<file path="config.mk">
export PLATFORM = sky130hd
export DESIGN_NAME = two_line_serial_io
export DESIGN_NICKNAME = d
export VERILOG_FILES = /design/src/common/sio_pkg.sv /design/src/rtl/two_line_serial_io.sv /design/src/rtl/serial_clock_gen.sv /design/src/rtl/serial_shift_engine.sv
export SDC_FILE = /design/constraint.sdc
export NUM_CORES = 1
export LEC_CHECK = 0
export BUFFER_PORTS_ARGS = -buffer_cell sky130_fd_sc_hd__buf_2
export CAP_MARGIN = 20
export CORE_MARGIN = 2
export CORE_UTILIZATION = 52
export CTS_CLUSTER_DIAMETER = 60
export DETAILED_ROUTE_END_ITERATION = 10
export PLACE_DENSITY = 0.91
export SLEW_MARGIN = 40
export SYNTH_ARGS = -nofsm -noshare
export SYNTH_HDL_FRONTEND = slang
export SYNTH_SLANG_ARGS = --single-unit
</file>
<file path="constraint.sdc">
create_clock -name clk_i -period 1.9 [get_ports clk_i]
set_input_delay 0.19 -clock clk_i [delete_from_list [all_inputs] [get_ports clk_i]]
set_output_delay 0.19 -clock clk_i [all_outputs]
set_load 0.05 [all_outputs]
</file>
<file path="src/common/sio_pkg.sv">
// package: constants, offsets and carrier types of the two-line serial block
package sio_pkg;
  // system clock rate
  localparam int unsigned SYS_CLK_HZ     = 100_000_000;
  // internal serial clock is the system clock divided by 64
  localparam int unsigned SCK_DIV        = 64;
  // system clock cycles per serial clock half period
  localparam int unsigned SCK_HALF       = SCK_DIV / 2;
  // word length of one transfer
  localparam int unsigned SHIFT_BITS     = 8;

  // avalon byte offsets, one aligned word each
  localparam int unsigned ADDR_W         = 5;
  localparam logic [4:0]  OFF_MODE       = 5'h00;
  localparam logic [4:0]  OFF_MODE_BITOP = 5'h04;
  localparam logic [4:0]  OFF_BUS_BITOP  = 5'h08;
  localparam logic [4:0]  OFF_SHIFT      = 5'h0c;
  localparam logic [4:0]  OFF_SLAVE_ADDR = 5'h10;
  localparam logic [4:0]  OFF_STATUS     = 5'h14;

  // values after reset
  localparam logic [7:0]  MODE_RESET     = 8'h00;
  localparam logic [7:0]  BUSCTL_RESET   = 8'h00;
  localparam logic [7:0]  SLAVE_RESET    = 8'h00;

  // bit positions in the mode register
  localparam int unsigned MODE_EN_BIT    = 7;
  localparam int unsigned MODE_MATCH_BIT = 6;
  localparam int unsigned MODE_WAKE_BIT  = 5;
  // bit positions in the bus control register
  localparam int unsigned BUS_CMD_BIT    = 7;
  localparam int unsigned BUS_REL_BIT    = 6;
  // single-bit operation word: value bit and bit index field
  localparam int unsigned BITOP_VAL_BIT  = 3;
  // status word bits
  localparam int unsigned STAT_DONE_BIT  = 0;
  localparam int unsigned STAT_BUSY_BIT  = 1;

  // clock select encodings
  localparam logic [1:0]  CLK_EXT        = 2'b00;
  localparam logic [1:0]  CLK_TIMER      = 2'b01;

  // mode register fields
  typedef struct packed {
    logic       enable;    // interface_enable_bit
    logic       match;     // address_match_flag, read only
    logic       wake;      // wake_up_select
    logic       sel_upper; // mode_select_upper
    logic       sel_mid;   // mode_select_middle
    logic       sel_low;   // mode_select_lower
    logic [1:0] clk_sel;   // clock_select_high/low
  } mode_s;

  // serial clock level with its edge pulses
  typedef struct packed {
    logic level; // current serial clock level
    logic fall;  // one-cycle falling edge
    logic rise;  // one-cycle rising edge
  } sclk_s;

  // shifter state
  typedef enum logic [0:0] {
    SH_IDLE = 1'b0,
    SH_RUN  = 1'b1
  } shift_state_e;
endpackage

</file>
<file path="src/rtl/two_line_serial_io.sv">
// two-line clocked serial interface with avalon-mm register access
//
// Summary of operation
// - one clock line, one shared data line
// - mode byte writable; bits 7 and 5 bit-settable
// - mode register resets to zero
// - enable bit turns on shifting and pins
// - match flag follows address equals shift
// - match flag valid only outside transfers
// - mode byte write never changes match flag
// - wake-up zero sets done every transfer
// - msb first; upper bit picks data pin
// - clock select 00 takes external pin
// - clock select 01 uses timer output
// - selects 10/11 divide clock by 64
// - bus control bit-access only, resets zero
// - command trigger clears latch, self-clears
// - falling edge shifts msb out
// - rising edge captures selected data line
// - eight bits then stop and flag
// - start only if enabled and clock stopped or high
//
// Register access over Avalon-MM and the register offsets were decided locally.
`timescale 1ns/100ps
module two_line_serial_io (
  input  wire logic                       clk_i,               // system clock
  input  wire logic                       resetn_i,            // async reset, active low
  input  wire logic [sio_pkg::ADDR_W-1:0] avs_address_i,       // byte address
  input  wire logic                       avs_read_i,          // read request
  input  wire logic                       avs_write_i,         // write request
  input  wire logic [31:0]                avs_writedata_i,     // write data
  input  wire logic [3:0]                 avs_byteenable_i,    // byte lanes
  output logic [31:0]                     avs_readdata_o,      // read data
  output logic                            avs_waitrequest_o,   // stall
  input  wire logic                       sck_i,               // clock pin level
  output logic                            sck_o,               // clock pin drive
  output logic                            sck_oe_o,            // clock pin enable
  input  wire logic                       data_line_first_i,   // first data pin level
  output logic                            data_line_first_o,   // first data pin drive
  output logic                            data_line_first_oe_o,// first pin pulls low
  input  wire logic                       data_line_second_i,  // second data pin level
  output logic                            data_line_second_o,  // second data pin drive
  output logic                            data_line_second_oe_o,// second pin pulls low
  input  wire logic                       timer_output_i       // timer clock, same domain
);
  import sio_pkg::*;

  //////////////////////////////////////////////////////////////////////
  // declarations
  logic        wait_q;      // waitrequest flop, high while idle
  logic [31:0] rdata_q;     // registered read data
  mode_s       mode_q;      // serial_operation_mode, match held zero
  logic [7:0]  busctl_q;    // serial_bus_control, triggers read zero
  logic [7:0]  sva_q;       // slave_address_register
  logic        cmd_fire_q;  // command trigger, one cycle
  logic        rel_fire_q;  // release trigger, one cycle
  logic        done_flag_q; // transfer_done_flag
  logic        match_q;     // address_match_flag
  logic [1:0]  sck_sync_q;  // clock pin synchroniser
  logic [1:0]  d1_sync_q;   // first data pin synchroniser
  logic [1:0]  d2_sync_q;   // second data pin synchroniser
  logic        sck_out_q;   // clock pin drive flop
  logic        sck_oe_q;    // clock pin enable flop
  logic        d1_oe_q;     // first pin pull-low flop
  logic        d2_oe_q;     // second pin pull-low flop
  logic        wr_acc;      // write taken this edge
  logic        be0;         // low byte lane enabled
  logic        start_ok;    // transfer may start
  logic        din;         // selected data line
  logic [7:0]  shreg_w;     // shift register
  logic        so_w;        // output latch
  logic        busy_w;      // transfer running
  logic        done_w;      // end of transfer pulse
  sclk_s       sclk_w;      // serial clock and edges

  assign wr_acc = avs_write_i && !wait_q;
  assign be0    = avs_byteenable_i[0];

  //////////////////////////////////////////////////////////////////////
  // avalon handshake: one wait cycle, then answer
  always_ff @(posedge clk_i or negedge resetn_i) begin
    if (!resetn_i) begin
      wait_q <= 1'b1;
    end else if ((avs_read_i || avs_write_i) && wait_q) begin
      wait_q <= 1'b0; // answer next cycle
    end else begin
      wait_q <= 1'b1;
    end
  end

  // read data decode, zero for unmapped
  always_ff @(posedge clk_i or negedge resetn_i) begin
    if (!resetn_i) begin
      rdata_q <= 32'h0000_0000;
    end else if (avs_read_i && wait_q) begin
      if (avs_address_i == OFF_MODE) begin
        rdata_q <= {24'h00_0000, mode_q.enable, match_q, mode_q[5:0]};
      end else if (avs_address_i == OFF_SHIFT) begin
        rdata_q <= {24'h00_0000, shreg_w};
      end else if (avs_address_i == OFF_SLAVE_ADDR) begin
        rdata_q <= {24'h00_0000, sva_q};
      end else if (avs_address_i == OFF_STATUS) begin
        rdata_q <= {30'h0000_0000, busy_w, done_flag_q};
      end else begin
        rdata_q <= 32'h0000_0000; // write-only or unmapped
      end
    end
  end

  //////////////////////////////////////////////////////////////////////
  // mode register: byte write and single-bit operations
  // cleared at reset
  always_ff @(posedge clk_i or negedge resetn_i) begin
    if (!resetn_i) begin
      mode_q <= mode_s'(MODE_RESET);
    end else if (wr_acc && be0 && avs_address_i == OFF_MODE) begin
      mode_q       <= mode_s'(avs_writedata_i[7:0]);
      mode_q.match <= 1'b0;
    end else if (wr_acc && be0 && avs_address_i == OFF_MODE_BITOP) begin
      // set or clear bits 7 and 5
      if (avs_writedata_i[2:0] == 3'(MODE_EN_BIT)) begin
        mode_q.enable <= avs_writedata_i[BITOP_VAL_BIT];
      end else if (avs_writedata_i[2:0] == 3'(MODE_WAKE_BIT)) begin
        mode_q.wake <= avs_writedata_i[BITOP_VAL_BIT];
      end
    end
  end

  // bus control: single-bit access only, triggers self-clear
  // bit operations, zero at reset
  always_ff @(posedge clk_i or negedge resetn_i) begin
    if (!resetn_i) begin
      busctl_q   <= BUSCTL_RESET;
      cmd_fire_q <= 1'b0;
      rel_fire_q <= 1'b0;
    end else begin
      cmd_fire_q <= 1'b0;
      rel_fire_q <= 1'b0;
      if (wr_acc && be0 && avs_address_i == OFF_BUS_BITOP) begin
        if (avs_writedata_i[2:0] == 3'(BUS_CMD_BIT)) begin
          cmd_fire_q <= avs_writedata_i[BITOP_VAL_BIT];
        end else if (avs_writedata_i[2:0] == 3'(BUS_REL_BIT)) begin
          rel_fire_q <= avs_writedata_i[BITOP_VAL_BIT];
        end else begin
          busctl_q[avs_writedata_i[2:0]] <= avs_writedata_i[BITOP_VAL_BIT];
        end
      end
    end
  end

  // slave address register
  always_ff @(posedge clk_i or negedge resetn_i) begin
    if (!resetn_i) begin
      sva_q <= SLAVE_RESET;
    end else if (wr_acc && be0 && avs_address_i == OFF_SLAVE_ADDR) begin
      sva_q <= avs_writedata_i[7:0];
    end
  end

  //////////////////////////////////////////////////////////////////////
  // status: done flag, set wins over clear
  always_ff @(posedge clk_i or negedge resetn_i) begin
    if (!resetn_i) begin
      done_flag_q <= 1'b0;
    end else if (done_w && mode_q.enable && !mode_q.wake) begin
      done_flag_q <= 1'b1;
    end else if (done_w && mode_q.enable && (sva_q == shreg_w)) begin
      done_flag_q <= 1'b1; // wake-up: only on match of the final word
    end else if (wr_acc && be0 && avs_address_i == OFF_STATUS &&
                 avs_writedata_i[STAT_DONE_BIT]) begin
      done_flag_q <= 1'b0;
    end
  end

  // address comparator, meaningful only when idle
  // compare slave address with shift register
  always_ff @(posedge clk_i or negedge resetn_i) begin
    if (!resetn_i) begin
      match_q <= 1'b1; // address and shift register both reset to zero
    end else begin
      match_q <= (sva_q == shreg_w);
    end
  end

  //////////////////////////////////////////////////////////////////////
  // pin synchronisers, two flops before any use
  always_ff @(posedge clk_i or negedge resetn_i) begin
    if (!resetn_i) begin
      sck_sync_q <= 2'b11;
      d1_sync_q  <= 2'b11;
      d2_sync_q  <= 2'b11;
    end else begin
      sck_sync_q <= {sck_sync_q[0], sck_i};
      d1_sync_q  <= {d1_sync_q[0], data_line_first_i};
      d2_sync_q  <= {d2_sync_q[0], data_line_second_i};
    end
  end

  // one data line chosen by upper bit
  assign din = mode_q.sel_upper ? d2_sync_q[1] : d1_sync_q[1];

  // start when enabled and clock stopped or high
  assign start_ok = mode_q.enable && (!busy_w || sclk_w.level);

  //////////////////////////////////////////////////////////////////////
  // serial clock source
  serial_clock_gen u_clk (
    .clk_i     (clk_i),
    .resetn_i  (resetn_i),
    .run_i     (busy_w),
    .clk_sel_i (mode_q.clk_sel),
    .timer_i   (timer_output_i),
    .ext_i     (sck_sync_q[1]),
    .sclk_o    (sclk_w)
  );

  // shift register and output latch
  serial_shift_engine u_shift (
    .clk_i    (clk_i),
    .resetn_i (resetn_i),
    .load_i   (wr_acc && be0 && avs_address_i == OFF_SHIFT),
    .start_i  (start_ok),
    .data_i   (avs_writedata_i[7:0]),
    .sclk_i   (sclk_w),
    .din_i    (din),
    .so_clr_i (cmd_fire_q),
    .so_set_i (rel_fire_q),
    .shreg_o  (shreg_w),
    .so_o     (so_w),
    .busy_o   (busy_w),
    .done_o   (done_w)
  );

  //////////////////////////////////////////////////////////////////////
  // pin drive flops
  always_ff @(posedge clk_i or negedge resetn_i) begin
    if (!resetn_i) begin
      sck_out_q <= 1'b1;
      sck_oe_q  <= 1'b0;
      d1_oe_q   <= 1'b0;
      d2_oe_q   <= 1'b0;
    end else begin
      sck_out_q <= sclk_w.level;
      // pin is input for external clock
      sck_oe_q  <= mode_q.enable && (mode_q.clk_sel != CLK_EXT);
      // pull low only for a zero latch
      d1_oe_q   <= mode_q.enable && !mode_q.sel_upper && !so_w;
      d2_oe_q   <= mode_q.enable && mode_q.sel_upper && !so_w;
    end
  end

  assign avs_readdata_o        = rdata_q;
  assign avs_waitrequest_o     = wait_q;
  assign sck_o                 = sck_out_q;
  assign sck_oe_o              = sck_oe_q;
  assign data_line_first_o     = 1'b0; // open drain, low only
  assign data_line_first_oe_o  = d1_oe_q;
  assign data_line_second_o    = 1'b0; // open drain, low only
  assign data_line_second_oe_o = d2_oe_q;

  //////////////////////////////////////////////////////////////////////
  // assertions
  a_cmd_clears_latch: assert property (@(posedge clk_i) disable iff (!resetn_i)
    cmd_fire_q && !busy_w |=> !so_w)
    else $error("command trigger did not clear output latch");

  a_rel_sets_latch: assert property (@(posedge clk_i) disable iff (!resetn_i)
    rel_fire_q && !cmd_fire_q && !busy_w |=> so_w)
    else $error("release trigger did not set output latch");

  a_trigger_selfclear: assert property (@(posedge clk_i) disable iff (!resetn_i)
    cmd_fire_q |=> !cmd_fire_q)
    else $error("command trigger did not return to zero");

  a_match_when_idle: assert property (@(posedge clk_i) disable iff (!resetn_i)
    !busy_w ##1 !busy_w |-> match_q == ($past(sva_q) == $past(shreg_w)))
    else $error("address match flag wrong while idle");

  a_done_sets_flag: assert property (@(posedge clk_i) disable iff (!resetn_i)
    done_w && mode_q.enable && !mode_q.wake |=> done_flag_q)
    else $error("transfer done flag not set");

  a_no_start_disabled: assert property (@(posedge clk_i) disable iff (!resetn_i)
    !busy_w && !mode_q.enable && wr_acc && avs_address_i == OFF_SHIFT |=> !busy_w)
    else $error("transfer started while disabled");

  a_pin_pull_low: assert property (@(posedge clk_i) disable iff (!resetn_i)
    data_line_first_oe_o |-> !$past(so_w) && $past(mode_q.enable) && !$past(mode_q.sel_upper))
    else $error("first data pin pulled low without zero latch");

  a_wait_one_cycle: assert property (@(posedge clk_i) disable iff (!resetn_i)
    (avs_read_i || avs_write_i) && avs_waitrequest_o |=> !avs_waitrequest_o ##1 avs_waitrequest_o)
    else $error("waitrequest answer not one cycle");

  a_mode_byte_write: assert property (@(posedge clk_i) disable iff (!resetn_i)
    wr_acc && be0 && avs_address_i == OFF_MODE |=> !mode_q.match &&
    mode_q.enable == $past(avs_writedata_i[MODE_EN_BIT]))
    else $error("mode byte write stored wrongly");

  a_eight_bits_end: assert property (@(posedge clk_i) disable iff (!resetn_i)
    done_w |-> !busy_w)
    else $error("shifter still busy after eight bits");
endmodule

</file>
<file path="src/rtl/serial_clock_gen.sv">
// serial clock source selection, divider and edge detection
`timescale 1ns/100ps
module serial_clock_gen (
  input  wire logic          clk_i,      // system clock
  input  wire logic          resetn_i,   // async reset, active low
  input  wire logic          run_i,      // transfer in progress
  input  wire logic [1:0]    clk_sel_i,  // clock select field
  input  wire logic          timer_i,    // timer_output level, same domain
  input  wire logic          ext_i,      // synchronised external clock
  output sio_pkg::sclk_s     sclk_o      // level and edge pulses
);
  import sio_pkg::*;

  logic [5:0] div_q;   // half-period counter
  logic       int_q;   // internal divided clock, idles high
  logic       lvl_d;   // selected level
  logic       prev_q;  // level one cycle ago

  //////////////////////////////////////////////////////////////////////
  // internal divider, stopped high outside a transfer
  // divide by 64
  always_ff @(posedge clk_i or negedge resetn_i) begin
    if (!resetn_i) begin
      div_q <= 6'h00;
      int_q <= 1'b1;
    end else if (!run_i || !clk_sel_i[1]) begin
      div_q <= 6'h00; // masked clock
      int_q <= 1'b1;
    end else if (div_q == 6'(SCK_HALF - 1)) begin
      div_q <= 6'h00; // half period done
      int_q <= ~int_q;
    end else begin
      div_q <= div_q + 6'h01;
    end
  end

  // source select
  // external pin, timer output or internal divided clock
  always_comb begin
    if (clk_sel_i == CLK_EXT) begin
      lvl_d = ext_i;
    end else if (clk_sel_i == CLK_TIMER) begin
      lvl_d = run_i ? timer_i : 1'b1; // masked at end
    end else begin
      lvl_d = int_q;
    end
  end

  // previous level for edge detection
  always_ff @(posedge clk_i or negedge resetn_i) begin
    if (!resetn_i) begin
      prev_q <= 1'b1;
    end else begin
      prev_q <= lvl_d;
    end
  end

  // level, falling pulse, rising pulse in one driver
  assign sclk_o = {lvl_d, prev_q & ~lvl_d, ~prev_q & lvl_d};
endmodule

</file>
<file path="src/rtl/serial_shift_engine.sv">
// eight-bit shift register, output latch and bit counter
`timescale 1ns/100ps
module serial_shift_engine (
  input  wire logic          clk_i,      // system clock
  input  wire logic          resetn_i,   // async reset, active low
  input  wire logic          load_i,     // write to shift register
  input  wire logic          start_i,    // start with this load
  input  wire logic [7:0]    data_i,     // word to load
  input  sio_pkg::sclk_s     sclk_i,     // serial clock edges
  input  wire logic          din_i,      // selected data line level
  input  wire logic          so_clr_i,   // command trigger pulse
  input  wire logic          so_set_i,   // release trigger pulse
  output logic [7:0]         shreg_o,    // shift register contents
  output logic               so_o,       // output latch
  output logic               busy_o,     // transfer running
  output logic               done_o      // one-cycle end of transfer
);
  import sio_pkg::*;

  shift_state_e state_q; // idle or running
  logic [2:0]   cnt_q;   // bits captured so far
  logic [7:0]   sh_q;    // shift register
  logic         so_q;    // output latch
  logic         done_q;  // end pulse

  //////////////////////////////////////////////////////////////////////
  // sequencer: start, count eight bits, stop
  // stop after eight bits
  always_ff @(posedge clk_i or negedge resetn_i) begin
    if (!resetn_i) begin
      state_q <= SH_IDLE;
      cnt_q   <= 3'h0;
      done_q  <= 1'b0;
    end else begin
      done_q <= 1'b0;
      case (state_q)
        SH_IDLE: begin
          if (load_i && start_i) begin
            state_q <= SH_RUN;
            cnt_q   <= 3'h0;
          end
        end
        SH_RUN: begin
          if (load_i && start_i) begin
            cnt_q <= 3'h0; // restart with new word
          end else if (sclk_i.rise) begin
            cnt_q <= cnt_q + 3'h1;
            if (cnt_q == 3'(SHIFT_BITS - 1)) begin
              state_q <= SH_IDLE;
              done_q  <= 1'b1;
            end
          end
        end
        default: state_q <= SH_IDLE;
      endcase
    end
  end

  // shift register: load, then capture on rising edges
  // capture on rising edge
  always_ff @(posedge clk_i or negedge resetn_i) begin
    if (!resetn_i) begin
      sh_q <= 8'h00;
    end else if (load_i) begin
      sh_q <= data_i;
    end else if (state_q == SH_RUN && sclk_i.rise) begin
      sh_q <= {sh_q[6:0], din_i};
    end
  end

  // output latch: msb first, updated on falling edges
  // drive msb on falling edge
  always_ff @(posedge clk_i or negedge resetn_i) begin
    if (!resetn_i) begin
      so_q <= 1'b1;
    end else if (load_i && start_i) begin
      so_q <= data_i[7];
    end else if (state_q == SH_RUN && sclk_i.fall) begin
      so_q <= sh_q[7];
    end else if (so_clr_i) begin
      so_q <= 1'b0;
    end else if (so_set_i) begin
      so_q <= 1'b1;
    end
  end

  assign shreg_o = sh_q;
  assign so_o    = so_q;
  assign busy_o  = (state_q == SH_RUN);
  assign done_o  = done_q;
endmodule

</file>
==> flow_summary.yaml, run 1 <==
status:
  status: "completed"
cts:
  numCtsBuffers: 9
  cts_tree: "done"
  cts.clk_slew.worst_paths_ps: 60
  clock-sinks: 59
  cts_max_level: 3
  clk_latency_ps: 340
  ctsLongestPathBuffers: 2
  cts_root_buf: "clkbuf_8"
  cts_setup_buffers: 0
sta:
  max_freq_mhz: 573
  setup_tns_ps: 0
  fin_crit_sh_pct: 91.9
  finalMaxSlewViolations: 0
  period_needed_ps: 1750
  setup_viol: 0
  tightest_slew_ps: 523
  fin_skew_ps: 7.22
  hold_violations: 0
  rsz0062_at_grt: "no"
  timing.slew.headroom_pct: 65.0
  fin_ws_ps: 154
floorplan:
  die_x_microns: 81.0
  core-area_sq_um: 5820
  die_area_sq_um: 6560
  rows: 28
  io-pin-count: 88
  die_y_microns: 81.0
  floorplan.initialDensity_pct: 53.0
grt:
  grt_use_total_pct: 21.0
  grt_pass1_vias: 2228
  grt_first_pass_wirelength_microns: 10400
  grt_overflow: 0
  antenna_found_initial: 0
  grt_max_degree: 60
cells_and_area:
  areaGrowthSynthToFinish_pct: 11.5
  post-route-util_pct: 59.1
  regArea_sq_um: 1490
  n_antenna_cell: 0
  final_cell_mix: "dfrtp_1 (48), buf_2 (34), conb_1 (26)"
  drive_gt1_share_pct: 25.8
  nets: 388
  multiInputGateArea_sq_um: 1370
  fillers: 490
  final_common_cell: "dfrtp_1"
drt:
  viasPerCell: 5.68
  drc: 0
  routed-wl-met3_microns: 334
  first_pass_iters: 4
  met1_length_microns: 2800
  antenna_left: 0
  dr_wl_met2_microns: 3150
  dr.max_layer_used: "met4"
  first_iter_violations: 154
  wl_per_cell_microns: 15.5
  vias: 2364
  drt_wl_total_microns: 6460
yosys:
  synth_top_area_share_pct: 39.0
  seq_area_frac_synth_pct: 48.4
  synth_top_area_cell: "dfrtp_1"
  ys_ff_latch: 59
  ys.flop_type: "dfrtp_1"
  syn_inst: 295
  async_flop_share_pct: 100
  synth_edf_count: 0
  syn_area_sq_um: 3080
  syn_area_per_cell_sq_um: 10.4
  ys_warn_count: 0
  synth_cell_type_count: 52
  synth_area_leaders: "dfrtp_1 (39%), dfstp_2 (9.4%), buf_4 (6.8%)"
setup_path:
  worst_ep_arrival_time_ps: 2010
  worst_path_largest_cell_delay_ps: 470
  worstSetupPathType: "register to register"
  crit_fanout: 7
  setup.worst_path.end_class: "register"
  r2r_setup_slack_ps: 150
  slowest_stage: "o41a_1"
  cp-start-kind: "register"
  path_delay_family: "compound AO/OA/AOI/OAI gates"
  path_cells: "and3b_1, o41a_1, or3_1, a21oi_1"
  crit_buf_inv: 0
  cp.required_ps: 2160
hold_path:
  min_path_type: "primary input to register"
power:
  p_per_area_nw_per_um2: 1040
  ir_drop_mv: 0.461
  p_leak_uw: 0.00160
placement:
  hpwl_microns: 4480
  place_worst_setup_slack_ps: 150
  portBuffers: 34
  gp_congestion: 0.888
flow_run:
  timing.max_cap.violations: 0
## cell families (layout without fill, tap and decap cells)
logic type	count (synthesis)	count (layout)	synth area share (%)
and+or+nand+nor	79	79	14.2
AOI/OAI and AO/OA	78	78	16.4
DFF	59	59	48.4
buffers and inverters	46	67	10.1
muxes	16	16	5.89
xor gates and xnor gates	13	13	3.70
adders and majority gates	3	3	1.22
other	1	26	0.122
## metal layers
metal	up-vias	global-route usage, %
met5	-	0
met4	0	10.8
met3	18	4.67
met2	92	33.8
met1	1173	26.6
li1	1081	-
## final cells by class
| class | instances | area share, % |
|---|---|---|
| Sequential cell | 59 | 43.4 |
| Tap cell | 75 | 2.73 |
| Inverter | 4 | 0.437 |
| Clock buffer | 14 | 4.74 |
| Clock inverter | 2 | 0.291 |
| Timing Repair Buffer | 47 | 8.45 |
| Multi-Input combinational cell | 215 | 40.0 |
## synthesized netlist by cell type, types with 7 or more instances
cell,count
nor2_1,25
a31oi_1,7
dfstp_2,11
buf_4,28
a21oi_1,21
nand2_1,18
dfrtp_1,48
xnor2_1,11
o21ai_0,18
nand3_1,7
mux2_2,12
## flip-flops by register name (all words and copies together), names as in the netlist, 2 cells and up
| signal | cells |
|---|---|
| avs_readdata_o | 8 |
| sva_q | 8 |
| u_shift.shreg_o | 8 |
| mode_q | 7 |
| u_clk.div_q | 6 |
| u_shift.cnt_q | 3 |
| d1_sync_q | 2 |
| d2_sync_q | 2 |
| sck_sync_q | 2 |
## repair_timing
| item | 4_1_cts | 5_1_grt |
|---|---|---|
| hold buffers | 4 | 0 |
| setup endpoints to repair | 0 | 0 |
| gates resized for setup | 0 | 0 |
| hold endpoints to repair | 51 | 0 |
## final timing paths
kind / start / endpoint / depth (start not counted)
worst max-delay path: mode_q[0] / u_shift.cnt_q[0] / 4
worst min-delay path: avs_read_i / avs_waitrequest_o / 2
worst max register to register: mode_q[0] / u_shift.cnt_q[0] / 4
worst min register to register: sck_sync_q[0] / sck_sync_q[1] / 0
max in group asynchronous: resetn_i / u_shift.so_o / 3
min in group asynchronous: resetn_i / u_clk.div_q[4] / 3
## report_power, final
part           internal [uW]  switching, uW
clock network            542            472
registers               1460            193
logic                    333            562
## metrics by stage
step                power (uW)  cell area, sq um  cells  hold WS (ps)
finish                    3560              3430    416          17.1
detailed placement        2540              3220    396           218
global placement          2500              3220    396           212
CTS                       3560              3430    416          17.1
global route              3730              3430    416          15.5
floorplan                 2340              3170    320          -106
Note: power is estimated with default switching activity, not from simulation.
==> run 2: changes to the inputs <==
--- a/config.mk
+++ b/config.mk
@@ -5,13 +5,13 @@
 export SDC_FILE = /design/constraint.sdc
 export NUM_CORES = 1
 export LEC_CHECK = 0
-export BUFFER_PORTS_ARGS = -buffer_cell sky130_fd_sc_hd__buf_2
 export CAP_MARGIN = 20
 export CORE_MARGIN = 2
-export CORE_UTILIZATION = 52
+export CORE_UTILIZATION = 60
 export CTS_CLUSTER_DIAMETER = 60
 export DETAILED_ROUTE_END_ITERATION = 10
-export PLACE_DENSITY = 0.91
+export DONT_BUFFER_PORTS = 1
+export PLACE_DENSITY = 0.87
 export SLEW_MARGIN = 40
 export SYNTH_ARGS = -nofsm -noshare
 export SYNTH_HDL_FRONTEND = slang
==> flow_summary.yaml, run 2 (synthesis gave the netlist of run 1 again) <==
cts:
  cts_max_level: 3
  cts_tree: "done"
  ctsLongestPathBuffers: 2
  clock-sinks: 59
  clk_latency_ps: 340
  cts_setup_buffers: 0
  cts.clk_slew.worst_paths_ps: 70
  cts_root_buf: "clkbuf_8"
  numCtsBuffers: 9
placement:
  gp_congestion: 0.935
  portBuffers: 0
  place_area_sq_um: 3040
  hpwl_microns: 4330
floorplan:
  die_y_microns: 75.7
  die_area_sq_um: 5720
  die_x_microns: 75.7
  core-area_sq_um: 5040
  floorplan.initialDensity_pct: 61.1
  io-pin-count: 88
  rows: 26
power:
  p_per_area_nw_per_um2: 1070
  ir_drop_mv: 0.657
  power_uw: 3650
  p_leak_uw: 0.00152
cells_and_area:
  n_antenna_cell: 0
  final_cell_mix: "dfrtp_1 (48), conb_1 (26), nor2_1 (25)"
  areaGrowthSynthToFinish_pct: 10.7
  drive_gt1_share_pct: 17.2
  fin_area_sq_um: 3410
  nets: 366
  final_common_cell: "dfrtp_1"
sta:
  rsz0062_at_grt: "no"
  finalMaxSlewViolations: 0
  timing.slew.headroom_pct: 51.0
  hold_violations: 0
  fin_skew_ps: 6.98
  setup_tns_ps: 0
  setup_viol: 0
  period_needed_ps: 1780
  max_freq_mhz: 561
  fin_crit_sh_pct: 93.8
  tightest_slew_ps: 732
drt:
  antenna_left: 0
  drt_wl_total_microns: 6660
  first_pass_iters: 5
  viasPerCell: 5.86
  wl_per_cell_microns: 17.1
  vias: 2281
  drc: 0
  first_iter_violations: 249
grt:
  grt_first_pass_wirelength_microns: 10500
  grt_overflow: 0
  grt_max_degree: 60
  grt_use_total_pct: 25.1
  antenna_found_initial: 0
  grt_pass1_vias: 2148
hold_path:
  min_path_type: "primary input to register"
setup_path:
  cp-start-kind: "register"
  cp.required_ps: 2130
  worst_ep_arrival_time_ps: 2010
  crit_fanout: 12
  setup.worst_path.end_class: "register"
  worstSetupPathType: "register to register"
status:
  status: "completed"
flow_run:
  timing.max_cap.violations: 0
[run 2: repair_timing]
action	4_1_cts	5_1_grt
endpoints found under the hold margin	80	0
setup endpoints to repair	0	0
resized for setup	0	0
hold buffers	16	0
[run 2: worst paths after layout]
check,startpoint,endpoint,slack (ps),cells after the start
hold reg to reg,d1_sync_q[0],d1_sync_q[1],360,0
setup reg to reg,u_shift.busy_o,u_shift.busy_o,120,4
hold / removal,avs_writedata_i[2],u_shift.shreg_o[2],20,2
max in group asynchronous,resetn_i,d1_sync_q[1],1220,2
min in group asynchronous,resetn_i,mode_q[7],390,2
setup / recovery,u_shift.busy_o,u_shift.busy_o,120,4
[run 2: per-layer routing]
metal	global-route usage, %	up-vias	wire length (microns)
li1	-	1035	-
met1	32.6	1113	2760
met2	38.7	114	3270
met3	7.94	19	466
met4	11.3	0	153
met5	0	-	0
[run 2: critical path, cell delays in order, from the launching register on]
cell,delay [ps]
dfrtp_1,380
and3b_1,240
o41ai_4,690
a21oi_1,140
or2_1,220
[run 2: layout make-up]
| class | instances | area (sq um) |
|---|---|---|
| clock inverter | 3 | 40.0 |
| inverter | 4 | 15.0 |
| sequential | 59 | 1490 |
| tap | 70 | 87.6 |
| multi-input combinational | 215 | 1380 |
| fill | 373 | 1630 |
| clock buffer | 13 | 149 |
| timing repair buffer | 25 | 245 |
[run 2: metrics by stage]
stage,setup WS (ps),cells,hold slack (ps),utilization [%]
floorplan,1.84,320,-106,-
global placement,-59.3,357,-104,60.1
detailed placement,144,357,-104,60.4
CTS,130,389,2.52,67.6
global route,35.6,389,13.8,67.6
finish,118,389,16.9,67.6
[run 2: report_power, final]
part | switching, uW | internal, uW | leakage (uW)
Sequential | 229 | 1460 | 0.000753
Combinational | 506 | 328 | 0.000666
Clock | 483 | 638 | 0.0000974
Total | 1220 | 2430 | 0.00152
==> run 3: changes to the inputs <==
--- a/config.mk
+++ b/config.mk
@@ -11,7 +11,7 @@
 export CTS_CLUSTER_DIAMETER = 60
 export DETAILED_ROUTE_END_ITERATION = 10
 export DONT_BUFFER_PORTS = 1
-export PLACE_DENSITY = 0.87
+export PLACE_DENSITY = 0.83
 export SLEW_MARGIN = 40
 export SYNTH_ARGS = -nofsm -noshare
 export SYNTH_HDL_FRONTEND = slang
==> flow_summary.yaml, run 3 (synthesis gave the netlist of run 1 again) <==
status:
  status: "completed"
grt:
  grt_first_pass_wirelength_microns: 10400
  grt_use_total_pct: 25.5
  antenna_found_initial: 0
  grt_overflow: 0
  grt_max_degree: 60
  grt_pass1_vias: 2164
flow_run:
  timing.max_cap.violations: 0
cells_and_area:
  areaGrowthSynthToFinish_pct: 10.3
  instances_no_fill: 387
  nets: 364
  drive_gt1_share_pct: 18.0
  final_common_cell: "dfrtp_1"
  fillers: 379
  n_antenna_cell: 0
  final_cell_mix: "dfrtp_1 (47), conb_1 (26), nor2_1 (25)"
placement:
  portBuffers: 0
  hpwl_microns: 4360
  placed_cells: 356
  gp_congestion: 0.934
cts:
  numCtsBuffers: 9
  cts_setup_buffers: 0
  cts_tree: "done"
  cts_max_level: 3
  ctsLongestPathBuffers: 2
  clock-sinks: 59
  clk_latency_ps: 350
  cts_root_buf: "clkbuf_8"
  cts.clk_slew.worst_paths_ps: 70
sta:
  finalMaxSlewViolations: 0
  timing.slew.headroom_pct: 64.5
  rsz0062_at_grt: "no"
  period_needed_ps: 1780
  fin_skew_ps: 7.46
  tightest_slew_ps: 531
  setup_tns_ps: 0
  setup_viol: 0
  hold_violations: 0
  max_freq_mhz: 562
  fin_crit_sh_pct: 93.7
floorplan:
  io-pin-count: 88
  floorplan.initialDensity_pct: 61.1
  rows: 26
  die_area_sq_um: 5720
  die_x_microns: 75.7
  core-area_sq_um: 5040
  die_y_microns: 75.7
drt:
  first_iter_violations: 221
  antenna_left: 0
  first_pass_iters: 5
  viasPerCell: 5.82
  drc: 0
  vias: 2254
  wl_per_cell_microns: 17.3
  drt_wl_total_microns: 6700
power:
  ir_drop_mv: 0.845
  p_leak_uw: 0.00151
  p_per_area_nw_per_um2: 1090
setup_path:
  worst_ep_arrival_time_ps: 2000
  cp.required_ps: 2120
  crit_fanout: 7
  cp-start-kind: "register"
  setup.worst_path.end_class: "register"
  worstSetupPathType: "register to register"
hold_path:
  min_path_type: "primary input to register"
## run 3: changes by cell type in the layout (fill, tap and decap cells not counted), sizes merged
cell / before / now
buf: 10 / 9
clkbuf: 13 / 12
clkinv: 2 / 3
dlygate4sd3: 15 / 14
## run 3: area by class of cell
class	count	area [sq um]	area share [%]
well taps	70	87.6	2.58
clock inverters	4	48.8	1.44
repair buffers	23	228	6.70
flip-flops and latches	59	1490	43.9
inverters	4	15.0	0.442
clock buffers	12	155	4.57
multi-input cells	215	1370	40.4
## run 3: repair_timing
| action | in CTS | in global routing |
|---|---|---|
| endpoints found under the setup margin | 0 | 1 |
| hold buffers | 15 | 0 |
| gates resized for setup | 0 | 1 |
| endpoints found under the hold margin | 79 | 0 |
## run 3: metrics by stage
stage,power (uW),setup WS [ps],utilization (%),hold slack (ps),instance area (sq um)
2_1_floorplan,2340,1.84,-,-106,3170
3_3_place_gp,2420,219,60.0,-104,3030
3_5_place_dp,2470,146,60.0,-104,3030
4_1_cts,3700,92.5,67.4,1.69,3400
5_1_grt,3860,11.0,67.4,14.8,3400
6_report,3700,120,67.4,9.44,3400
## run 3: power breakdown
part	leakage, uW	switching [uW]	total (uW)	internal (uW)
clock	0.000106	496	1170	674
combinational	0.000652	493	817	324
sequential	0.000751	251	1710	1460
## run 3: final timing paths
path / from / to / slack (ps) / cells past startpoint
max: mode_q[0] / u_shift.shreg_o[3] / 120 / 5
min: avs_writedata_i[4] / u_shift.shreg_o[4] / 9 / 2
max reg2reg: mode_q[0] / u_shift.shreg_o[3] / 120 / 5
min reg2reg: d2_sync_q[0] / d2_sync_q[1] / 360 / 0
max in group asynchronous: resetn_i / match_q / 1220 / 2
min in group asynchronous: resetn_i / u_clk.div_q[5] / 380 / 2
## run 3: worst max-delay path, stage by stage (launching register included)
cell,delay (ps)
dfrtp_2,460
and3b_1,230
o41a_1,470
buf_4,200
o21ai_0,200
a21oi_1,90
## run 3: layer usage
layer	routed length [microns]	up-vias	global-route usage [%]
met2	3450	94	40.7
met3	402	20	6.08
met4	157	0	14.2
li1	-	1034	-
met5	0	-	0
met1	2690	1106	32.0
